==> src/core/bsli_params.svh <==
// offsets, field positions, reset values and timing counts of the indicator block
`ifndef BSLI_PARAMS_SVH
`define BSLI_PARAMS_SVH
`define BSLI_OFS_CTRL      8'h00
`define BSLI_OFS_STATUS    8'h04
`define BSLI_OFS_MASK      8'h08
`define BSLI_OFS_CHAN      8'h0c
`define BSLI_OFS_ONES_LIM  8'h10
`define BSLI_OFS_MIN_LEN   8'h14
`define BSLI_OFS_TOK_LIM   8'h18
`define BSLI_OFS_UND_LIM   8'h1c
`define BSLI_OFS_LEDS      8'h20
`define BSLI_CTRL_CHVIEW   0
`define BSLI_ST_CRC        0
`define BSLI_ST_OVER       1
`define BSLI_ST_ABF        2
`define BSLI_ST_TIME       3
`define BSLI_ST_DATA       4
`define BSLI_ST_UNDER      5
`define BSLI_ST_LOOP       6
`define BSLI_NCAT          7
`define BSLI_RST_CHAN      8'h33
`define BSLI_RST_ONES_LIM  16'h0100
`define BSLI_RST_MIN_LEN   16'h0008
`define BSLI_RST_TOK_LIM   16'h1000
`define BSLI_RST_UND_LIM   16'h0400
`define BSLI_CLK_MHZ       10
`define BSLI_FLASH_HALF_US 250000
`define BSLI_FLASH_CYC     (`BSLI_FLASH_HALF_US * `BSLI_CLK_MHZ)
`endif

==> src/core/bsli_pkg.sv <==
// types shared by the indicator block
package bsli_pkg;
    // what the four front indicators are showing
    typedef enum logic [1:0] {
        BSLI_M_OFF,
        BSLI_M_FAULT,
        BSLI_M_CHAN,
        BSLI_M_NORMAL
    } bsli_mode_t;
endpackage

==> src/core/bsli_top.sv <==
// board status indicator logic with avalon-mm register slave
`timescale 1ns/1ns
`include "bsli_params.svh"
module bsli_top
    import bsli_pkg::*;
#(
    parameter int FLASH_CYC = `BSLI_FLASH_CYC   // cycles per flash half period
)(
    input  wire logic        mclk,
    input  wire logic        rst_n,
    input  wire logic [7:0]  avs_address,       // byte address
    input  wire logic        avs_read,
    input  wire logic        avs_write,
    input  wire logic [31:0] avs_writedata,
    input  wire logic [3:0]  avs_byteenable,
    output logic [31:0]      avs_readdata,
    output logic             avs_waitrequest,
    output logic             irq,
    input  wire logic        board_wdt_fail,    // hardware watchdog failed
    input  wire logic        driver_started,    // host driver released board
    input  wire logic        os_start_fail,     // firmware did not start
    input  wire logic        driver_wdt_expire, // host driver stopped servicing
    input  wire logic        pci_fault,         // host bus interface fault
    input  wire logic        crc_err,           // frame check failure pulse
    input  wire logic        rx_item_arrive,    // received item ready pulse
    input  wire logic        rx_item_taken,     // item taken into module pulse
    input  wire logic        rx_bit_valid,
    input  wire logic        rx_bit,
    input  wire logic        rx_frame_end,      // last bit of frame pulse
    input  wire logic        token_rx,          // baton handed to station
    input  wire logic        bad_code,          // abnormal line code pulse
    input  wire logic        tx_prep_done,      // send preparation step done
    input  wire logic        fwd_loop_fault,
    input  wire logic        rev_loop_fault,
    input  wire logic        tx_active,
    input  wire logic        rx_active,
    input  wire logic        ext_supply_present,
    output logic             run_led,
    output logic             link_err_led,
    output logic             transmit_activity_indicator,
    output logic             rx_activity_led,
    output logic             external_supply_indicator,
    output logic             abnormal_frame_flag
);
    localparam int NC = `BSLI_NCAT;

    // register file
    logic          chview_reg;                  // channel view open
    logic [NC-1:0] status_reg;                  // sticky error categories
    logic [NC-1:0] mask_reg;                    // interrupt enables
    logic [7:0]    chan_reg;                    // assigned channel number
    logic [15:0]   ones_lim_reg;
    logic [15:0]   min_len_reg;
    logic [15:0]   tok_lim_reg;
    logic [15:0]   und_lim_reg;
    logic          resp_reg;                    // bus answer cycle
    // detection state
    logic          pend_reg;                    // received item not yet taken
    logic [15:0]   ones_reg;
    logic [15:0]   bits_reg;
    logic [15:0]   tok_reg;
    logic [15:0]   und_reg;
    logic [31:0]   flash_cnt_reg;
    logic          flash_reg;                   // flash phase
    logic          run_next;
    logic          err_next;
    logic          tx_lamp_next;
    logic          rd_next;
    bsli_mode_t    mode;

    // bus decode
    wire        req      = avs_read | avs_write;
    wire        acc      = req & resp_reg;      // transfer completes this edge
    wire        wr_acc   = acc & avs_write;
    wire        rd_acc   = acc & avs_read;
    wire        sel_ctrl = avs_address == `BSLI_OFS_CTRL;
    wire        sel_st   = avs_address == `BSLI_OFS_STATUS;
    wire        sel_mask = avs_address == `BSLI_OFS_MASK;
    wire        sel_chan = avs_address == `BSLI_OFS_CHAN;
    wire        sel_ones = avs_address == `BSLI_OFS_ONES_LIM;
    wire        sel_minl = avs_address == `BSLI_OFS_MIN_LEN;
    wire        sel_tok  = avs_address == `BSLI_OFS_TOK_LIM;
    wire        sel_und  = avs_address == `BSLI_OFS_UND_LIM;
    wire        sel_leds = avs_address == `BSLI_OFS_LEDS;
    wire [31:0] be_mask  = {{8{avs_byteenable[3]}}, {8{avs_byteenable[2]}},
                            {8{avs_byteenable[1]}}, {8{avs_byteenable[0]}}};
    wire [31:0] wmerge_lo = avs_writedata & be_mask;
    wire [15:0] wd16 = wmerge_lo[15:0];
    wire [15:0] wm16 = be_mask[15:0];

    // one wait cycle, then the answer
    assign avs_waitrequest = req & ~resp_reg;

    // read data selection
    wire [31:0] rd_mux =
        sel_ctrl ? {31'h0, chview_reg} :
        sel_st   ? {{(32-NC){1'b0}}, status_reg} :
        sel_mask ? {{(32-NC){1'b0}}, mask_reg} :
        sel_chan ? {24'h0, chan_reg} :
        sel_ones ? {16'h0, ones_lim_reg} :
        sel_minl ? {16'h0, min_len_reg} :
        sel_tok  ? {16'h0, tok_lim_reg} :
        sel_und  ? {16'h0, und_lim_reg} :
        sel_leds ? {26'h0, abnormal_frame_flag, external_supply_indicator,
                    rx_activity_led, transmit_activity_indicator,
                    link_err_led, run_led} :
        32'h0;                                  // unmapped reads zero

    // bus answer timing and read data
    always_ff @(posedge mclk or negedge rst_n)
    begin
        if (!rst_n)
        begin
            resp_reg     <= 1'b0;
            avs_readdata <= 32'h0;
        end
        else
        begin
            resp_reg <= req & ~resp_reg;
            if (req & ~resp_reg)
                avs_readdata <= rd_mux;
        end
    end

    // control registers, byte-lane writes
    always_ff @(posedge mclk or negedge rst_n)
    begin
        if (!rst_n)
        begin
            chview_reg   <= 1'b0;
            mask_reg     <= '0;
            chan_reg     <= `BSLI_RST_CHAN;
            ones_lim_reg <= `BSLI_RST_ONES_LIM;
            min_len_reg  <= `BSLI_RST_MIN_LEN;
            tok_lim_reg  <= `BSLI_RST_TOK_LIM;
            und_lim_reg  <= `BSLI_RST_UND_LIM;
        end
        else if (wr_acc)
        begin
            if (sel_ctrl && avs_byteenable[0])
                chview_reg <= avs_writedata[`BSLI_CTRL_CHVIEW];
            if (sel_mask && avs_byteenable[0])
                mask_reg <= avs_writedata[NC-1:0];
            if (sel_chan && avs_byteenable[0])
                chan_reg <= avs_writedata[7:0];
            if (sel_ones)
                ones_lim_reg <= (ones_lim_reg & ~wm16) | wd16;
            if (sel_minl)
                min_len_reg <= (min_len_reg & ~wm16) | wd16;
            if (sel_tok)
                tok_lim_reg <= (tok_lim_reg & ~wm16) | wd16;
            if (sel_und)
                und_lim_reg <= (und_lim_reg & ~wm16) | wd16;
        end
    end

    // receive overrun: new item while previous still pending
    wire ev_over = rx_item_arrive & pend_reg & ~rx_item_taken;

    // frame totals including the bit of this cycle
    wire [15:0] ones_tot = ones_reg + 16'(rx_bit_valid & rx_bit);
    wire [15:0] bits_tot = bits_reg + 16'(rx_bit_valid);
    wire ev_abf = rx_frame_end &
                  ((ones_tot >= ones_lim_reg) | (bits_tot < min_len_reg));

    // token and send-preparation watchdogs run only while the board runs
    wire link_run = driver_started & ~board_wdt_fail;
    wire ev_tok = link_run & ~token_rx & (tok_lim_reg != 16'h0) &
                  (tok_reg == tok_lim_reg);
    wire ev_und = link_run & ~tx_prep_done & (und_lim_reg != 16'h0) &
                  (und_reg == und_lim_reg);
    wire ev_loop = fwd_loop_fault | rev_loop_fault;

    // all category events in status bit order
    wire [NC-1:0] ev_vec = {ev_loop, ev_und, bad_code, ev_tok,
                            ev_abf, ev_over, crc_err};
    wire          st_clr = rd_acc & sel_st;
    // a read clears only the bits the host was shown, so a late event is kept
    wire [NC-1:0] st_keep = st_clr ? (status_reg & ~avs_readdata[NC-1:0]) : status_reg;

    // sticky status: set wins over clear-on-read
    always_ff @(posedge mclk or negedge rst_n)
    begin
        if (!rst_n)
            status_reg <= '0;
        else
            status_reg <= st_keep | ev_vec;
    end

    // interrupt level from unmasked categories
    assign irq = |(status_reg & mask_reg);

    // overrun pending item tracker
    always_ff @(posedge mclk or negedge rst_n)
    begin
        if (!rst_n)
            pend_reg <= 1'b0;
        else
            pend_reg <= rx_item_arrive | (pend_reg & ~rx_item_taken);
    end

    // frame bit and one counters, cleared at frame end
    always_ff @(posedge mclk or negedge rst_n)
    begin
        if (!rst_n)
        begin
            ones_reg <= 16'h0;
            bits_reg <= 16'h0;
            abnormal_frame_flag <= 1'b0;
        end
        else
        begin
            ones_reg <= rx_frame_end ? 16'h0 : ones_tot;
            bits_reg <= rx_frame_end ? 16'h0 : bits_tot;
            // flag holds the verdict of the last frame
            if (rx_frame_end)
                abnormal_frame_flag <= ev_abf;
        end
    end

    // baton and preparation interval counters
    always_ff @(posedge mclk or negedge rst_n)
    begin
        if (!rst_n)
        begin
            tok_reg <= 16'h0;
            und_reg <= 16'h0;
        end
        else
        begin
            // restart on arrival, on expiry, or while link is stopped
            tok_reg <= (token_rx | ev_tok | ~link_run) ? 16'h0 : tok_reg + 16'h1;
            und_reg <= (tx_prep_done | ev_und | ~link_run) ? 16'h0 : und_reg + 16'h1;
        end
    end

    // flash divider: phase toggles every half period
    wire flash_tick = flash_cnt_reg == 32'(FLASH_CYC - 1);
    always_ff @(posedge mclk or negedge rst_n)
    begin
        if (!rst_n)
        begin
            flash_cnt_reg <= 32'h0;
            flash_reg     <= 1'b0;
        end
        else
        begin
            flash_cnt_reg <= flash_tick ? 32'h0 : flash_cnt_reg + 32'h1;
            if (flash_tick)
                flash_reg <= ~flash_reg;
        end
    end

    // board-specific fault and display mode priority
    wire board_fault = os_start_fail | driver_wdt_expire | pci_fault;
    wire cat_any     = |status_reg;
    always_comb
    begin
        if (board_wdt_fail | ~driver_started)
            mode = BSLI_M_OFF;
        else if (board_fault)
            mode = BSLI_M_FAULT;
        else if (chview_reg)
            mode = BSLI_M_CHAN;
        else
            mode = BSLI_M_NORMAL;
    end

    // indicator next values per mode
    always_comb
    begin
        run_next = 1'b0;
        err_next = 1'b0;
        tx_lamp_next = 1'b0;
        rd_next  = 1'b0;
        case (mode)
            BSLI_M_OFF:
            begin
                // run off; link lamps still report what happens
                err_next = cat_any;
                tx_lamp_next = tx_active;
                rd_next  = rx_active;
            end
            BSLI_M_FAULT:
            begin
                run_next = flash_reg;
                err_next = os_start_fail;
                tx_lamp_next = driver_wdt_expire;
                rd_next  = pci_fault;
            end
            BSLI_M_CHAN:
            begin
                // low four channel bits on the four lamps
                run_next = chan_reg[3];
                err_next = chan_reg[2];
                tx_lamp_next = chan_reg[1];
                rd_next  = chan_reg[0];
            end
            BSLI_M_NORMAL:
            begin
                run_next = 1'b1;
                err_next = cat_any;
                tx_lamp_next = tx_active;
                rd_next  = rx_active;
            end
            default:
            begin
                run_next = 1'b0;
            end
        endcase
    end

    // indicator flip-flops
    always_ff @(posedge mclk or negedge rst_n)
    begin
        if (!rst_n)
        begin
            run_led                     <= 1'b0;
            link_err_led                <= 1'b0;
            transmit_activity_indicator <= 1'b0;
            rx_activity_led             <= 1'b0;
            external_supply_indicator   <= 1'b0;
        end
        else
        begin
            run_led                     <= run_next;
            link_err_led                <= err_next;
            transmit_activity_indicator <= tx_lamp_next;
            rx_activity_led             <= rd_next;
            external_supply_indicator   <= ext_supply_present;
        end
    end

    // checks on the indicator and detection logic
    wire normal_now = mode == BSLI_M_NORMAL;
    wire fault_now  = mode == BSLI_M_FAULT;
endmodule

==> config.mk <==
export PLATFORM = sky130hd
export DESIGN_NAME = bsli_top
export DESIGN_NICKNAME = d
export VERILOG_FILES = /design/src/core/bsli_pkg.sv /design/src/core/bsli_top.sv
export VERILOG_INCLUDE_DIRS = /design/src /design/src/core
export SDC_FILE = /design/constraint.sdc
export NUM_CORES = 1
export LEC_CHECK = 0
export ABC_AREA = 1
export BUFFER_PORTS_ARGS = -buffer_cell sky130_fd_sc_hd__buf_4
export CAP_MARGIN = 10
export CORE_ASPECT_RATIO = 1.25
export CORE_UTILIZATION = 37
export DETAILED_ROUTE_END_ITERATION = 6
export PLACE_DENSITY = 0.53
export SLEW_MARGIN = 20
export SYNTH_ARGS = -nofsm -noshare
export SYNTH_HDL_FRONTEND = slang
export SYNTH_SLANG_ARGS = --single-unit
==> constraint.sdc <==
create_clock -name mclk -period 3.25 [get_ports mclk]
set_input_delay 0.325 -clock mclk [delete_from_list [all_inputs] [get_ports mclk]]
set_output_delay 0.325 -clock mclk [all_outputs]
set_load 0.005 [all_outputs]
==> impl_metrics.toml <==
[route]
vias_per_cell = 4.828
drtIter0Drc = 564
drt-total-wl_um = 32520
ant_nets = 0
num_vias = 9714
drc_errors = 0
wl_per_cell_um = 16.16
drtPass1Iterations = 7

[place]
gp_congestion = 0.8870
hpwl_um = 24950
dpl_worst_slack_ps = 262.7
io_buffers = 72

[clock_network]
cts_buffers = 25
clock_path_buffers = 3
cts_root_buf = "clkbuf_16"
cts_max_level = 1
path_clk_slew_ps = 60
cts_setup_buffers = 0
cts_sinks = 208
clkLatencyLatePin_ps = 530
cts-resized-gates = 0
cts_tree = "done"

[power]
pwr_density_cell_nw_per_um2 = 431.5
p_leak_nw = 6.561
ir_drop_v = 0.0003529

[floorplanning]
die_h_um = 201.5
pin_count = 107
die_w_um = 161.6
coreArea_um2 = 31170
fp-row-count = 72
initial_utilization_pct = 37.79
dieArea_um2 = 32560

[setup_path]
max_stage_delay_ps = 330
critical_path_class = "register to register"
crit_chain = "ha_1 > ha_1 > nand2_1 > nor2_1 > nand2_1 > nor2_1 > inv_1 > nor4_1 > xor2_1 > inv_1 > ha_1 > nand2_1 > inv_1 > nand3_1 > nor3_1 > nand2_1 > nand2_1 > nand2_1 > nand2_1 > nand2_1"
cp_num_buf_inv = 3
cp-start-kind = "register"
critPathRequiredTime_ps = 3650
cp_max_fo = 3
slowest_stage = "dfrtp_1"
worstPathArrival_ps = 3220
critical_path.endpoint_type = "register"
cp_top_family = "simple AND/OR/NAND/NOR gates"
critical_path.most_common_cell = "nand2_1"

[sta]
holdWs_ps = 58.22
fin_ws_ps = 431.3
maxSlewHeadroom_pct = 55.20
tns_ps = 0
min_period_ps = 2819
fmaxAchievable_mhz = 354.8
setup_viol_count_final = 0
rsz0062_at_grt = "no"
hold_viol = 0
slew_violations = 0
clock-skew-final_ps = 14.94
fin_crit_sh_pct = 86.73
worstMarginPinSlew_ps = 672.0

[finish]
synthToLayoutAreaGrowth_pct = 15.18
postLayoutCoreUtil_pct = 43.53
drive_above_1_share_pct = 10.72
nets = 1697
n_antenna_cell = 0

[grt]
track_usage_pct = 20.66
globalRouteOverflowTotal = 0
grt_pass1_wl_um = 52560
grt_max_degree = 76
antenna_found_initial = 1
grt_pass1_vias = 9799

[synthesis]
async_flop_share_pct = 100.0
syn-cell-area_um2 = 11780
ys_types = 51
syn_inst = 1499
synth_warnings = 0
synth_top_area_share_pct = 42.49
synth_area_per_cell_um2 = 7.859
synth.area.top_cells = "dfrtp_1 (42%), nand2_1 (10%), inv_1 (7.3%), nor2_1 (5.5%), xor2_1 (5.0%)"
synth_ff_type = "dfrtp_1"
ys_seq_area_share_pct = 44.27
synth_top_cell_by_area = "dfrtp_1"
synth_edf_count = 0
synth_seq_cells = 208

[flow_run]
max_cap_viol_count = 0

[min_path]
hold_path_class = "input port to register"

[outcome]
outcome = "complete, no violations"
==> per-stage QoR <==
stage,instances,power (mW),instance area [um^2]
final,2012,5.854,13570
after global routing,2012,6.087,13570
after CTS,2012,5.943,13570
after detailed placement,1959,3.117,12670
after global placement,1959,3.113,12670
after floorplan,1514,2.887,11840
==> metal layers <==
layer	vias up	wire, um	track usage [%]
met5	-	13	0
met4	2	914	6.705
met3	49	1220	2.948
met2	149	16460	36.88
met1	4595	13920	25.35
li1	4919	-	-
==> layout make-up <==
class                      instances  area, um^2
clock buffer                      37       750.7
timing repair buffer              88       686.9
fill                            3240       17600
multi-input combinational       1028        5448
inverter                         236       893.4
tap                              407       509.2
sequential                       208        5215
clock inverter                     8       65.06
==> report_power, final <==
| group | total, mW | internal [mW] | switching [mW] |
|---|---|---|---|
| Sequential | 2.68 | 2.63 | 0.0465 |
| Combinational | 0.389 | 0.134 | 0.256 |
| Clock | 2.79 | 1.67 | 1.12 |
| Total | 5.85 | 4.43 | 1.42 |
==> logic make-up (layout without fill, tap and decap cells) <==
kind of cell / Yosys count / count (layout) / synth area share, %
AOI/OAI and AO/OA: 197 / 197 / 9.018
buffers and inverters: 278 / 369 / 9.963
xor gates and xnor gates: 87 / 87 / 6.468
and+or+nand+nor: 685 / 685 / 25.68
adders and majority gates: 43 / 43 / 4.567
other: 1 / 16 / 0.03183
DFF: 208 / 208 / 44.27
==> cell usage after synthesis, types with 23 or more instances <==
library cell    n
inv_1         230
xor2_1         67
nor2_1        173
dfrtp_1       200
nand3_1        47
o21ai_0       104
nor3_1         38
ha_1           43
nand4_1        33
nor4_1         23
a21oi_1        42
nand2_1       325
==> tightest hold or removal path: cells and delay by family <==
| kind | cells | cell delay (ps) |
|---|---|---|
| compound gates | 1 | 80 |
| buf+inv | 2 | 140 |
==> timing repair <==
item,CTS,global route
setup endpoints to repair,0,0
hold buffers,8,0
endpoints found under the hold margin,70,0
==> placed cells by master, fill, tap and decap left out, types with 9 or more instances in the layout <==
cell,netlist,routed
ha_1,43,43
o21ai_0,104,104
nand3_1,47,47
o21ai_1,21,21
dfrtp_1,200,200
nand2_1,325,325
xor2_1,67,67
nand4_1,33,33
clkbuf_8,0,9
nor3_1,38,38
conb_1,1,16
clkbuf_16,0,25
nor2_1,173,173
xnor2_1,20,20
o22ai_1,13,13
a21oi_1,42,42
nor4_1,23,23
inv_1,230,230
buf_4,17,79
==> path summary, 6_finish.rpt <==
check / from / end / slack (ps) / depth (start not counted)
setup reg to reg: bits_reg[0] / status_reg[2] / 430 / 20
min in group asynchronous: rst_n / async pin / 370 / 2
setup / recovery: bits_reg[0] / status_reg[2] / 430 / 20
hold reg to reg: flash_reg / flash_reg / 480 / 1
hold / removal: avs_writedata[0] / chview_reg / 60 / 3
max in group asynchronous: rst_n / flash_cnt_reg[25] / 1890 / 3
(Power assumes the default switching activity.)
